### src/inc/dca_defs.svh
// constants for the command/address header decoder and its master
// assumes inclusion by bare name from package and modules
// Notes on behaviour
// six header bytes, most significant first
// transaction starts with three header cycles
// master centres bytes on sampling edges
// header bit 47 high means read
// header bit 46 high means register space
// header bit 45 high means linear burst
// master sends bits 44 to 36 zero
// master sends bits 15 to 3 zero
// bits 35 to 22 form row address
// bits 21 to 16 form upper column
// bits 2 to 0 give start word
// half-page of eight words, word within
// sixteen word pages, strobe latency at crossing; the device holds strobe_s2m low and never adds it
// row crossing may add strobe latency
// read access timing starts after upper column
// linear reads interleave successive half-pages
// select falls while clock idles low
// one header byte per clock edge
// each address names one 16-bit word
// decoded fields appear edge after sixth byte
`ifndef DCA_DEFS_SVH
`define DCA_DEFS_SVH
`define DCA_BIT_DIR      47
`define DCA_BIT_SPACE    46
`define DCA_BIT_BURST    45
`define DCA_ROW_HI       35
`define DCA_ROW_LO       22
`define DCA_UCOL_HI      21
`define DCA_UCOL_LO      16
`define DCA_LCOL_HI      2
`define DCA_LCOL_LO      0
`define DCA_NBYTES       3'h6
`define DCA_HALF_DIV     4'h5
`define DCA_SHIFT_DIV    4'h2
`define DCA_UCOL_BYTE    3'h3
`define DCA_REG_CTRL     32'h0000_0000
`define DCA_REG_HDR_HI   32'h0000_0004
`define DCA_REG_HDR_LO   32'h0000_0008
`define DCA_REG_STATUS   32'h0000_000C
`endif

### src/inc/dca_pkg.sv
// types shared by both ends of the header link
// assumes dca_defs.svh on the include path
`include "dca_defs.svh"
package dca_pkg;
    typedef enum logic [1:0] {
        DCA_IDLE = 2'h0,
        DCA_HDR  = 2'h1,
        DCA_DATA = 2'h3,
        DCA_END  = 2'h2
    } dca_state_type;
endpackage

### src/inc/dca_link_if.sv
// link wires between the master and the decoding device
// assumes the bench resolves dq and strobe from the enables
`timescale 1ns/1ps
`default_nettype none
interface dca_link_if;
    logic       cs_n;
    logic       clk;
    logic       clock_complement;
    logic       rst_n;
    logic [7:0] dq_m2s;
    logic       dq_m_oe;
    logic [7:0] dq_s2m;
    logic       dq_s_oe;
    logic [7:0] dq;
    logic       strobe_s2m;
    logic       strobe_s_oe;
    logic       rw_data_strobe;
    modport master (output cs_n, clk, clock_complement, rst_n, dq_m2s,
                    dq_m_oe, input dq, rw_data_strobe);
    modport device (input cs_n, clk, rst_n, dq, output dq_s2m, dq_s_oe,
                    strobe_s2m, strobe_s_oe);
endinterface
`default_nettype wire

### src/hdl/dca_device.sv
// device end: samples link pins, collects and decodes the header
// assumes link pins asynchronous to core_clk_i, at most a quarter rate
`timescale 1ns/1ps
`default_nettype none
`include "dca_defs.svh"
module dca_device
    import dca_pkg::*;
(
    input  wire logic  core_clk_i,
    input  wire logic  srst_i,
    dca_link_if.device link,
    output logic       hdr_valid_o,
    output logic       is_read_o,
    output logic       is_reg_o,
    output logic       is_linear_o,
    output logic [13:0] row_o,
    output logic [5:0] ucol_o,
    output logic [2:0] lcol_o,
    output logic [22:0] word_addr_o,
    output logic       access_start_o,
    output logic       page_cross_o
);
    // ***********************************
    // pin synchronisers
    // ***********************************
    logic [1:0] cs_s_r, ck_s_r, rs_s_r;
    logic [7:0] dq_a_r, dq_b_r;
    logic       ck_d_r;
    always_ff @(posedge core_clk_i) begin
        cs_s_r <= {cs_s_r[0], link.cs_n};
        ck_s_r <= {ck_s_r[0], link.clk};
        rs_s_r <= {rs_s_r[0], link.rst_n};
        dq_a_r <= link.dq;
        dq_b_r <= dq_a_r;
        ck_d_r <= ck_s_r[1];
    end
    wire logic rst   = srst_i | ~rs_s_r[1];
    wire logic edg   = ck_s_r[1] ^ ck_d_r;
    // ***********************************
    // header capture
    // ***********************************
    dca_state_type state_r;
    logic [2:0]    cnt_r;
    logic [47:0]   hdr_r;
    always_ff @(posedge core_clk_i) begin
        if (rst || cs_s_r[1]) begin
            state_r <= DCA_IDLE;
            cnt_r   <= 3'h0;
        end else begin
            case (state_r)
                DCA_IDLE: begin
                    state_r <= DCA_HDR;
                end
                DCA_HDR: begin
                    if (edg) begin
                        hdr_r <= {hdr_r[39:0], dq_b_r};
                        cnt_r <= cnt_r + 3'h1;
                        if (cnt_r == `DCA_NBYTES - 3'h1) begin
                            state_r <= DCA_DATA;
                        end
                    end
                end
                DCA_DATA: state_r <= DCA_DATA;
                default:  state_r <= DCA_IDLE;
            endcase
        end
    end
    // ***********************************
    // decode and outputs
    // ***********************************
    logic hdr_done_r;
    always_ff @(posedge core_clk_i) begin
        hdr_done_r <= (state_r == DCA_HDR) && edg &&
                      (cnt_r == `DCA_NBYTES - 3'h1) && !rst && !cs_s_r[1];
    end
    always_ff @(posedge core_clk_i) begin
        if (rst || cs_s_r[1]) begin
            hdr_valid_o    <= 1'b0;
            access_start_o <= 1'b0;
        end else begin
            // upper column arrives with the fourth byte
            access_start_o <= (state_r == DCA_HDR) && edg &&
                              (cnt_r == `DCA_UCOL_BYTE);
            if (hdr_done_r) begin
                hdr_valid_o <= 1'b1;
            end
        end
    end
    always_ff @(posedge core_clk_i) begin
        if (rst) begin
            is_read_o   <= 1'b0;
            is_reg_o    <= 1'b0;
            is_linear_o <= 1'b0;
            row_o       <= 14'h0;
            ucol_o      <= 6'h0;
            lcol_o      <= 3'h0;
            word_addr_o <= 23'h0;
            page_cross_o <= 1'b0;
        end else if (hdr_done_r) begin
            is_read_o   <= hdr_r[`DCA_BIT_DIR];
            is_reg_o    <= hdr_r[`DCA_BIT_SPACE];
            is_linear_o <= hdr_r[`DCA_BIT_BURST];
            row_o       <= hdr_r[`DCA_ROW_HI:`DCA_ROW_LO];
            ucol_o      <= hdr_r[`DCA_UCOL_HI:`DCA_UCOL_LO];
            lcol_o      <= hdr_r[`DCA_LCOL_HI:`DCA_LCOL_LO];
            // address counts 16-bit words
            word_addr_o <= {hdr_r[`DCA_ROW_HI:`DCA_ROW_LO],
                            hdr_r[`DCA_UCOL_HI:`DCA_UCOL_LO],
                            hdr_r[`DCA_LCOL_HI:`DCA_LCOL_LO]};
            // linear burst runs into the next half-page/page
            page_cross_o <= hdr_r[`DCA_BIT_BURST];
        end
    end
    // ***********************************
    // strobe: latency flag during header, no extra latency
    // ***********************************
    logic s_oe_r;
    always_ff @(posedge core_clk_i) begin
        if (rst) begin
            s_oe_r <= 1'b0;
        end else begin
            s_oe_r <= (state_r == DCA_HDR);
        end
    end
    assign link.strobe_s_oe = s_oe_r;
    assign link.strobe_s2m  = 1'b0;
    assign link.dq_s_oe     = 1'b0;
    assign link.dq_s2m      = 8'h00;
endmodule
`default_nettype wire

### src/flat_wrapper.sv
// flat-port wrapper written by rule: the top's interface ports become plain ports
module dca_device_flat import dca_pkg::*;
  (core_clk_i, srst_i, hdr_valid_o, is_read_o, is_reg_o, is_linear_o, row_o, ucol_o, lcol_o, word_addr_o, access_start_o, page_cross_o, link_cs_n, link_clk, link_rst_n, link_dq, link_dq_s2m, link_dq_s_oe, link_strobe_s2m, link_strobe_s_oe);
  dca_link_if link_i ();
  input  wire logic core_clk_i;
  input  wire logic srst_i;
  output logic hdr_valid_o;
  output logic is_read_o;
  output logic is_reg_o;
  output logic is_linear_o;
  output logic [13:0] row_o;
  output logic [5:0] ucol_o;
  output logic [2:0] lcol_o;
  output logic [22:0] word_addr_o;
  output logic access_start_o;
  output logic page_cross_o;
  input wire logic [$bits(link_i.cs_n)-1:0] link_cs_n;
  input wire logic [$bits(link_i.clk)-1:0] link_clk;
  input wire logic [$bits(link_i.rst_n)-1:0] link_rst_n;
  input wire logic [$bits(link_i.dq)-1:0] link_dq;
  output wire logic [$bits(link_i.dq_s2m)-1:0] link_dq_s2m;
  output wire logic [$bits(link_i.dq_s_oe)-1:0] link_dq_s_oe;
  output wire logic [$bits(link_i.strobe_s2m)-1:0] link_strobe_s2m;
  output wire logic [$bits(link_i.strobe_s_oe)-1:0] link_strobe_s_oe;
  assign link_i.cs_n = link_cs_n;
  assign link_i.clk = link_clk;
  assign link_i.rst_n = link_rst_n;
  assign link_i.dq = link_dq;
  assign link_dq_s2m = link_i.dq_s2m;
  assign link_dq_s_oe = link_i.dq_s_oe;
  assign link_strobe_s2m = link_i.strobe_s2m;
  assign link_strobe_s_oe = link_i.strobe_s_oe;
  dca_device u_core (.core_clk_i(core_clk_i), .srst_i(srst_i), .link(link_i), .hdr_valid_o(hdr_valid_o), .is_read_o(is_read_o), .is_reg_o(is_reg_o), .is_linear_o(is_linear_o), .row_o(row_o), .ucol_o(ucol_o), .lcol_o(lcol_o), .word_addr_o(word_addr_o), .access_start_o(access_start_o), .page_cross_o(page_cross_o));
endmodule
### config.mk
export PLATFORM = sky130hd
export DESIGN_NAME = dca_device_flat
export DESIGN_NICKNAME = d
export VERILOG_FILES = /design/src/inc/dca_pkg.sv /design/src/inc/dca_link_if.sv /design/src/hdl/dca_device.sv /design/src/flat_wrapper.sv
export VERILOG_INCLUDE_DIRS = /design/src /design/src/inc
export SDC_FILE = /design/constraint.sdc
export NUM_CORES = 1
export LEC_CHECK = 0
export BUFFER_PORTS_ARGS = -buffer_cell sky130_fd_sc_hd__buf_4
export CORE_MARGIN = 2
export CORE_UTILIZATION = 47
export CTS_CLUSTER_SIZE = 16
export DETAILED_ROUTE_END_ITERATION = 12
export PLACE_DENSITY = 0.77
export SETUP_SLACK_MARGIN = 0.5
export SKIP_CTS_REPAIR_TIMING = 1
export SYNTH_ARGS = -nofsm -noshare
export SYNTH_HDL_FRONTEND = slang
export SYNTH_SLANG_ARGS = --single-unit
### constraint.sdc
create_clock -name core_clk_i -period 4.52 [get_ports core_clk_i]
set_clock_uncertainty 0.15 [all_clocks]
set_input_delay 0.226 -clock core_clk_i [delete_from_list [all_inputs] [get_ports core_clk_i]]
set_output_delay 0.226 -clock core_clk_i [all_outputs]
set_load 0.02 [all_outputs]
==> results.toml, run 1 <==
[power]
switching_share_pct = 19.8
combPwrFrac_pct = 2.2
p_int_mw = 1.22
switchingPower_mw = 0.302
leakage_nw = 1.52
power_mw = 1.52
pwr-share-seq_pct = 62.5
p_per_area_nw_per_um2 = 389
pwr-share-clk_pct = 35.3
vdd_ir_drop_max_v = 0.000285

[hold_path]
min_from = "u_core.dq_a_r[5]"
holdCritPathClass = "flop to flop"
min_to = "u_core.dq_b_r[5]"
hold_path_depth = 0

[worst_setup_path]
reg2reg_to = "u_core.hdr_r[31]"
endpoint_kind = "flop"
worstPathArrival_ns = 1.89
worst-r2r-cell-count = 3
rrSetupSlack_ns = 2.47
cp_top_family = "simple AND/OR/NAND/NOR gates"
cpPeakStageDelay_ns = 0.50
crit_required_ns = 4.36
path_buf_inv = 1
cp_slowest_cell = "or3b_1"
critPathLaunchType = "flop"
cp_max_fo = 43
rr_startpoint = "u_core.rs_s_r[1]"
cp_cell_sequence = "or3b_1 > nor3_4 > buf_4"
worst-setup-path-type = "flop to flop"

[floorplan]
pin_count = 76
initial_utilization_pct = 48.2
die_h_um = 87.2
core-area_um2 = 6760
die_w_um = 87.2
design.die.area_um2 = 7610
std_cell_rows = 30

[logic_synthesis]
synthArstFlopShare_pct = 0
synth-xor-area-share_pct = 0.269
synth_compound_area_share_pct = 1.23
synth-adder-area-share_pct = 1.15
ys_types = 23
synth_warnings = 0
ys_seq_area_share_pct = 74.4
synth-seq-cells = 100
synth_enable_flop_cells = 42
synth-main-ff-cell = "dfxtp_1"
synth-simple-area-share_pct = 5.65
synth_top_family_by_area = "buffers and inverters"
syn_inst = 223
synthMuxAreaShare_pct = 8.00
netlist_area_um2 = 3250
avgSynthCellArea_um2 = 14.6

[finish]
layout-drive-gt1-share_pct = 29.2
area_growth_pct = 20.1
fin_cells = 364
final_nets = 295
n_antenna_cell = 0
finalInstanceArea_um2 = 3910
final_util_pct = 57.9

[clock_tree]
cts_buffer_depth = 2
clk_pin_slew_ns = 0.08
cts_root_buffer = "clkbuf_8"
htreeDepth = 3
cts-buffers-inserted = 9
insertion_delay_ns = 0.35
clock-sinks = 100
cts_tree = "built"

[placement]
placed_cells = 337
placed_area_um2 = 3610
pre_cts_slack_ns = 2.42
portBuffers = 65
dp_hpwl_um = 2840
gp_congestion = 0.765

[global_route]
grt_start_max_net_pins = 44
grt_pass1_vias = 1538
grt_overflow = 0
grt_pass1_wl_um = 6890
grt_util_all_layers_pct = 12.4
antenna_found_initial = 0

[route]
routed-wl-met3_um = 309
dr.pass1.iters = 4
wirelength_um = 4490
top_layer = "met4"
wl_per_cell_um = 12.3
drt_iter0_drc = 81
ant_nets = 0
drc = 0
drt-met1-wl_um = 1800
vias = 1665
wl_met2_um = 2320
vias_per_cell = 4.57

[sta]
grt_setup_unrepaired = "false"
finalMaxSlewViolations = 0
period_minus_slack_ns = 2.05
slew_headroom_pct = 28.7
worst_pin_slew_ns = 1.07
fin_hold_ws_ns = 0.181
final.setup.worst_slack_ns = 2.47
max_freq_ghz = 0.487
finalSetupTns_ns = 0
finalSetupViolCount = 0
final_hold_viol_count = 0
finalCritPeriodShare_pct = 45.4

[status]
status = "complete, no violations"

[job]
maxCapViolations = 0
area by class of cell:
class	count	area (um^2)
clock buffers	10	128
clock inverters	6	62.6
fillers	540	2850
inverters	3	11.3
multi-input cells	88	579
flip-flops and latches	100	2420
well taps	80	100
repair buffers	77	606
worst register-to-register path: stages, from the launching register on:
cell,delay (ns)
dfxtp_1,0.33
or3b_1,0.50
nor3_4,0.22
buf_4,0.46
worst max-delay path by stage:
stage	from	to	slack, ns	cells past startpoint
after floorplan	u_core.rs_s_r[1]	u_core.hdr_r[0]	1.43	3
after global placement	srst_i	u_core.hdr_r[2]	2.45	4
after detailed placement	srst_i	u_core.hdr_r[4]	2.42	4
after CTS	u_core.rs_s_r[1]	u_core.hdr_r[13]	2.47	3
after global routing	u_core.rs_s_r[1]	u_core.hdr_r[3]	2.37	3
final	u_core.rs_s_r[1]	u_core.hdr_r[31]	2.47	3
power by group through the flow:
| stage | sequential, mW | combinational, mW | clock (mW) |
|---|---|---|---|
| 2_1_floorplan | 0.970 | 0.0227 | 0 |
| 3_5_place_dp | 0.971 | 0.0267 | 0 |
| 6_report | 0.950 | 0.0341 | 0.536 |
| 4_1_cts | 0.950 | 0.0266 | 0.557 |
| 5_1_grt | 0.951 | 0.0371 | 0.591 |
| 3_3_place_gp | 0.970 | 0.0258 | 0 |
flip-flops by register name (all words and copies together) (netlist names):
| name | count |
|---|---|
| u_core.page_cross_o | 1 |
| u_core.cs_s_r | 2 |
| u_core.ck_s_r | 2 |
| u_core.is_reg_o | 1 |
| u_core.link.strobe_s_oe | 1 |
| u_core.hdr_done_r | 1 |
| u_core.dq_a_r | 8 |
| u_core.is_read_o | 1 |
| u_core.hdr_valid_o | 1 |
| u_core.state_r | 2 |
| u_core.cnt_r | 3 |
| u_core.access_start_o | 1 |
| u_core.rs_s_r | 2 |
| u_core.word_addr_o | 23 |
| u_core.dq_b_r | 8 |
| u_core.hdr_r | 42 |
| u_core.ck_d_r | 1 |
layer usage:
metal	vias up	GRT usage, %
met4	0	4.20
met2	58	21.4
met3	6	6.07
met1	778	13.2
li1	823	-
met5	-	0
synthesized netlist by cell type (2+ instances only):
| cell | n | area share [%] |
|---|---|---|
| dfxtp_1 | 58 | 36 |
| inv_1 | 3 | 0.35 |
| buf_2 | 4 | 0.62 |
| buf_4 | 34 | 7.8 |
| mux2i_1 | 26 | 8.0 |
| nand2b_1 | 2 | 0.38 |
| or4_1 | 2 | 0.46 |
| a21oi_1 | 2 | 0.31 |
| clkbuf_1 | 3 | 0.35 |
| edfxtp_1 | 42 | 39 |
| ha_1 | 3 | 1.2 |
| o31ai_1 | 2 | 0.46 |
| nor2_1 | 32 | 3.7 |
layout by cell type (no fill, tap or decap):
cell type      synthesis  routed
edfxtp_1              42      42
nor4_1                 1       1
xnor2_1                1       1
o31ai_1                2       2
nand2b_1               2       2
mux2i_1               26      26
inv_6                  0       2
clkbuf_8               0       9
o21ai_0                1       1
or3_1                  1       1
or4_1                  2       2
nor3_4                 0       1
ha_1                   3       3
conb_1                 1      10
and2_1                 1       1
clkinv_2               0       3
nor2_1                32      32
nand2_1                1       1
inv_1                  3       3
dfxtp_2                0       1
dlygate4sd3_1          0      11
buf_4                 34      66
bufinv_16              0       1
dfxtp_1               58      57
o211a_1                1       1
a21oi_1                2       2
clkbuf_1               3       1
or3b_1                 1       1
logic make-up (layout without fill, tap and decap cells):
family	Yosys count	in the layout
AND/OR/NAND/NOR	42	42
other	1	10
adder cells (fa/ha/maj)	3	3
multiplexers	26	26
buffers and inverters	44	96
XOR/XNOR	1	1
flip-flops	100	100
AO/OA/AOI/OAI	6	6
Power figures use the tool's default switching activity.
==> inputs of run 2 (changes only) <==
- ABC_AREA: default -> 1
- CORE_UTILIZATION: 47 -> 52
- PLACE_DENSITY: 0.77 -> 0.8
- clock period: 4.52 -> 2 ns (I/O delays scaled with it)
==> run 2 against run 1 <==
Net effect:
- the run now ends with negative hold slack left
- critical path type unchanged
- count of clock-buffer cells in the layout is 2 higher
- wire length rose by 15%
- die area fell by 6.9%
- worst hold slack lost 0.23 ns
- utilization grew 9.4 points
- largest power group unchanged
==> results.toml, run 2 <==
[global_route]
grt_pass1_vias = 1667
grt_util_all_layers_pct = 13.8
grt_start_max_net_pins = 28
grt_pass1_wl_um = 7600
antenna_found_initial = 0
grt_overflow = 0

[logic_synthesis]
synth_common_cells = "nand2_1 (62), dfxtp_1 (58), edfxtp_1 (42), buf_4 (34), a21oi_1 (31)"
synth-main-ff-cell = "dfxtp_1"
yosys.area.top_type = "edfxtp_1"
synthArstFlopShare_pct = 0
synth_enable_flop_cells = 42
netlist_area_um2 = 3340
synth-seq-cells = 100
synth_warnings = 0
netlist.area_leader.share_pct = 37.7
yosysMostFrequentCell = "nand2_1"
avgSynthCellArea_um2 = 12.7
ys_seq_area_share_pct = 72.5
ys_types = 21
syn_inst = 264
synth_area_leaders = "edfxtp_1 (38%), dfxtp_1 (35%), buf_4 (7.6%)"

[clock_tree]
clk_pin_slew_ns = 0.09
cts_buffer_depth = 2
clock-sinks = 100
cts-buffers-inserted = 9
cts_root_buffer = "clkbuf_8"
htreeDepth = 3
cts_tree = "built"
insertion_delay_ns = 0.35

[route]
drt_iter0_drc = 132
ant_nets = 0
drc = 0
vias_per_cell = 4.62
dr.pass1.iters = 4
vias = 1920
wirelength_um = 5150
wl_per_cell_um = 12.4

[worst_setup_path]
rrSetupSlack_ns = 0.44
cp.depth = 6
worst-setup-path-type = "flop to flop"
worst-r2r-cell-count = 6
path_buf_inv = 3
worstPathArrival_ns = 1.48
cpPeakStageDelay_ns = 0.34
crit_required_ns = 1.92
cp_cell_sequence = "inv_2 > nor2_4 > nand3_4 > nor2_4 > buf_12 > clkbuf_16"
cp_top_family = "simple AND/OR/NAND/NOR gates"
critPathMostFrequentCell = "nor2_4"
critPathLaunchType = "flop"
cp_max_fo = 8
cp_slowest_cell = "dfxtp_2"
endpoint_kind = "flop"

[status]
failed_checks = "negative hold slack"
status = "finished with violations"

[floorplan]
design.die.area_um2 = 7080
initial_utilization_pct = 53.2
pin_count = 76
std_cell_rows = 29
die_h_um = 84.2
core-area_um2 = 6280
die_w_um = 84.2

[sta]
fin_hold_ws_ns = -0.0462
final_hold_viol_count = 3
grt_setup_unrepaired = "true"
final.setup.worst_slack_ns = 0.436
finalMaxSlewViolations = 0
finalCritPeriodShare_pct = 78.2
max_freq_ghz = 0.639
period_minus_slack_ns = 1.56
finalSetupTns_ns = 0
finalSetupViolCount = 0

[placement]
pre_cts_slack_ns = 0.371
dp_hpwl_um = 3240
portBuffers = 65
gp_congestion = 0.792
placed_area_um2 = 3710

[hold_path]
holdCritPathClass = "input pin to flop"
hold_path_depth = 6

[finish]
area_growth_pct = 26.3
layout-drive-gt1-share_pct = 32.7
largest_reg_flops = 42
n_antenna_cell = 0
top_register = "u_core.hdr_r"
finalInstanceArea_um2 = 4220
final_nets = 350
top_regs = "u_core.hdr_r x42, u_core.word_addr_o x23"
layout_commonest_cell = "buf_4"
layout_common_cells = "buf_4 (74), nand2_1 (62), dfxtp_1 (53)"

[power]
vdd_ir_drop_max_v = 0.000641
leakage_nw = 1.65
p_per_area_nw_per_um2 = 912

[job]
maxCapViolations = 0
[run 2: cells by family (layout without fill, tap and decap cells)]
logic type,after synthesis,count (layout),synth area share (%)
AOI/OAI and AO/OA,31,31,4.64
adders and majority gates,3,3,1.12
buffers and inverters,51,117,10.9
DFF,100,100,72.5
other,1,10,0.112
and+or+nand+nor,78,78,10.7
[run 2: tightest hold or removal path, delay by kind of cell]
| kind | cells | cell delay (ns) |
|---|---|---|
| simple gates | 3 | 0.17 |
| buf+inv | 2 | 0.11 |
| compound gates | 1 | 0.04 |
[run 2: final cells by class]
| cell class | count | area [um^2] |
|---|---|---|
| timing repair buffer | 91 | 787 |
| clock inverter | 4 | 101 |
| fill | 444 | 2060 |
| inverter | 10 | 45.0 |
| clock buffer | 12 | 166 |
| multi-input combinational | 122 | 597 |
| tap | 77 | 96.3 |
| sequential | 100 | 2430 |
[run 2: stage by stage]
step | instances | util, % | hold slack, ns | total power, mW
detailed placement | 378 | 59.0 | 0.0554 | 2.27
floorplan | 273 | - | -0.0223 | 2.26
global placement | 378 | 59.0 | 0.0544 | 2.27
finish | 416 | 67.3 | -0.0462 | 3.85
CTS | 394 | 63.3 | -0.320 | 3.85
global route | 416 | 67.3 | -0.0312 | 3.97
[run 2: final timing paths]
kind                           from           endpoint
setup / recovery  u_core.state_r[0]   u_core.hdr_r[29]
hold / removal               srst_i  u_core.state_r[1]
setup reg to reg  u_core.state_r[0]   u_core.hdr_r[29]
hold reg to reg    u_core.ck_s_r[0]   u_core.ck_s_r[1]
[run 2: per-layer routing]
layer | up-vias | track usage [%] | routed length, um
met3 | 7 | 3.05 | 271
met2 | 65 | 22.4 | 2530
met5 | - | 0 | 0
met1 | 883 | 17.3 | 2270
li1 | 965 | - | -
met4 | 0 | 7.48 | 75
[run 2: power breakdown]
group	switching, mW	internal (mW)
clock	0.651	0.950
sequential	0.0105	2.14
combinational	0.0524	0.0443
total	0.714	3.13
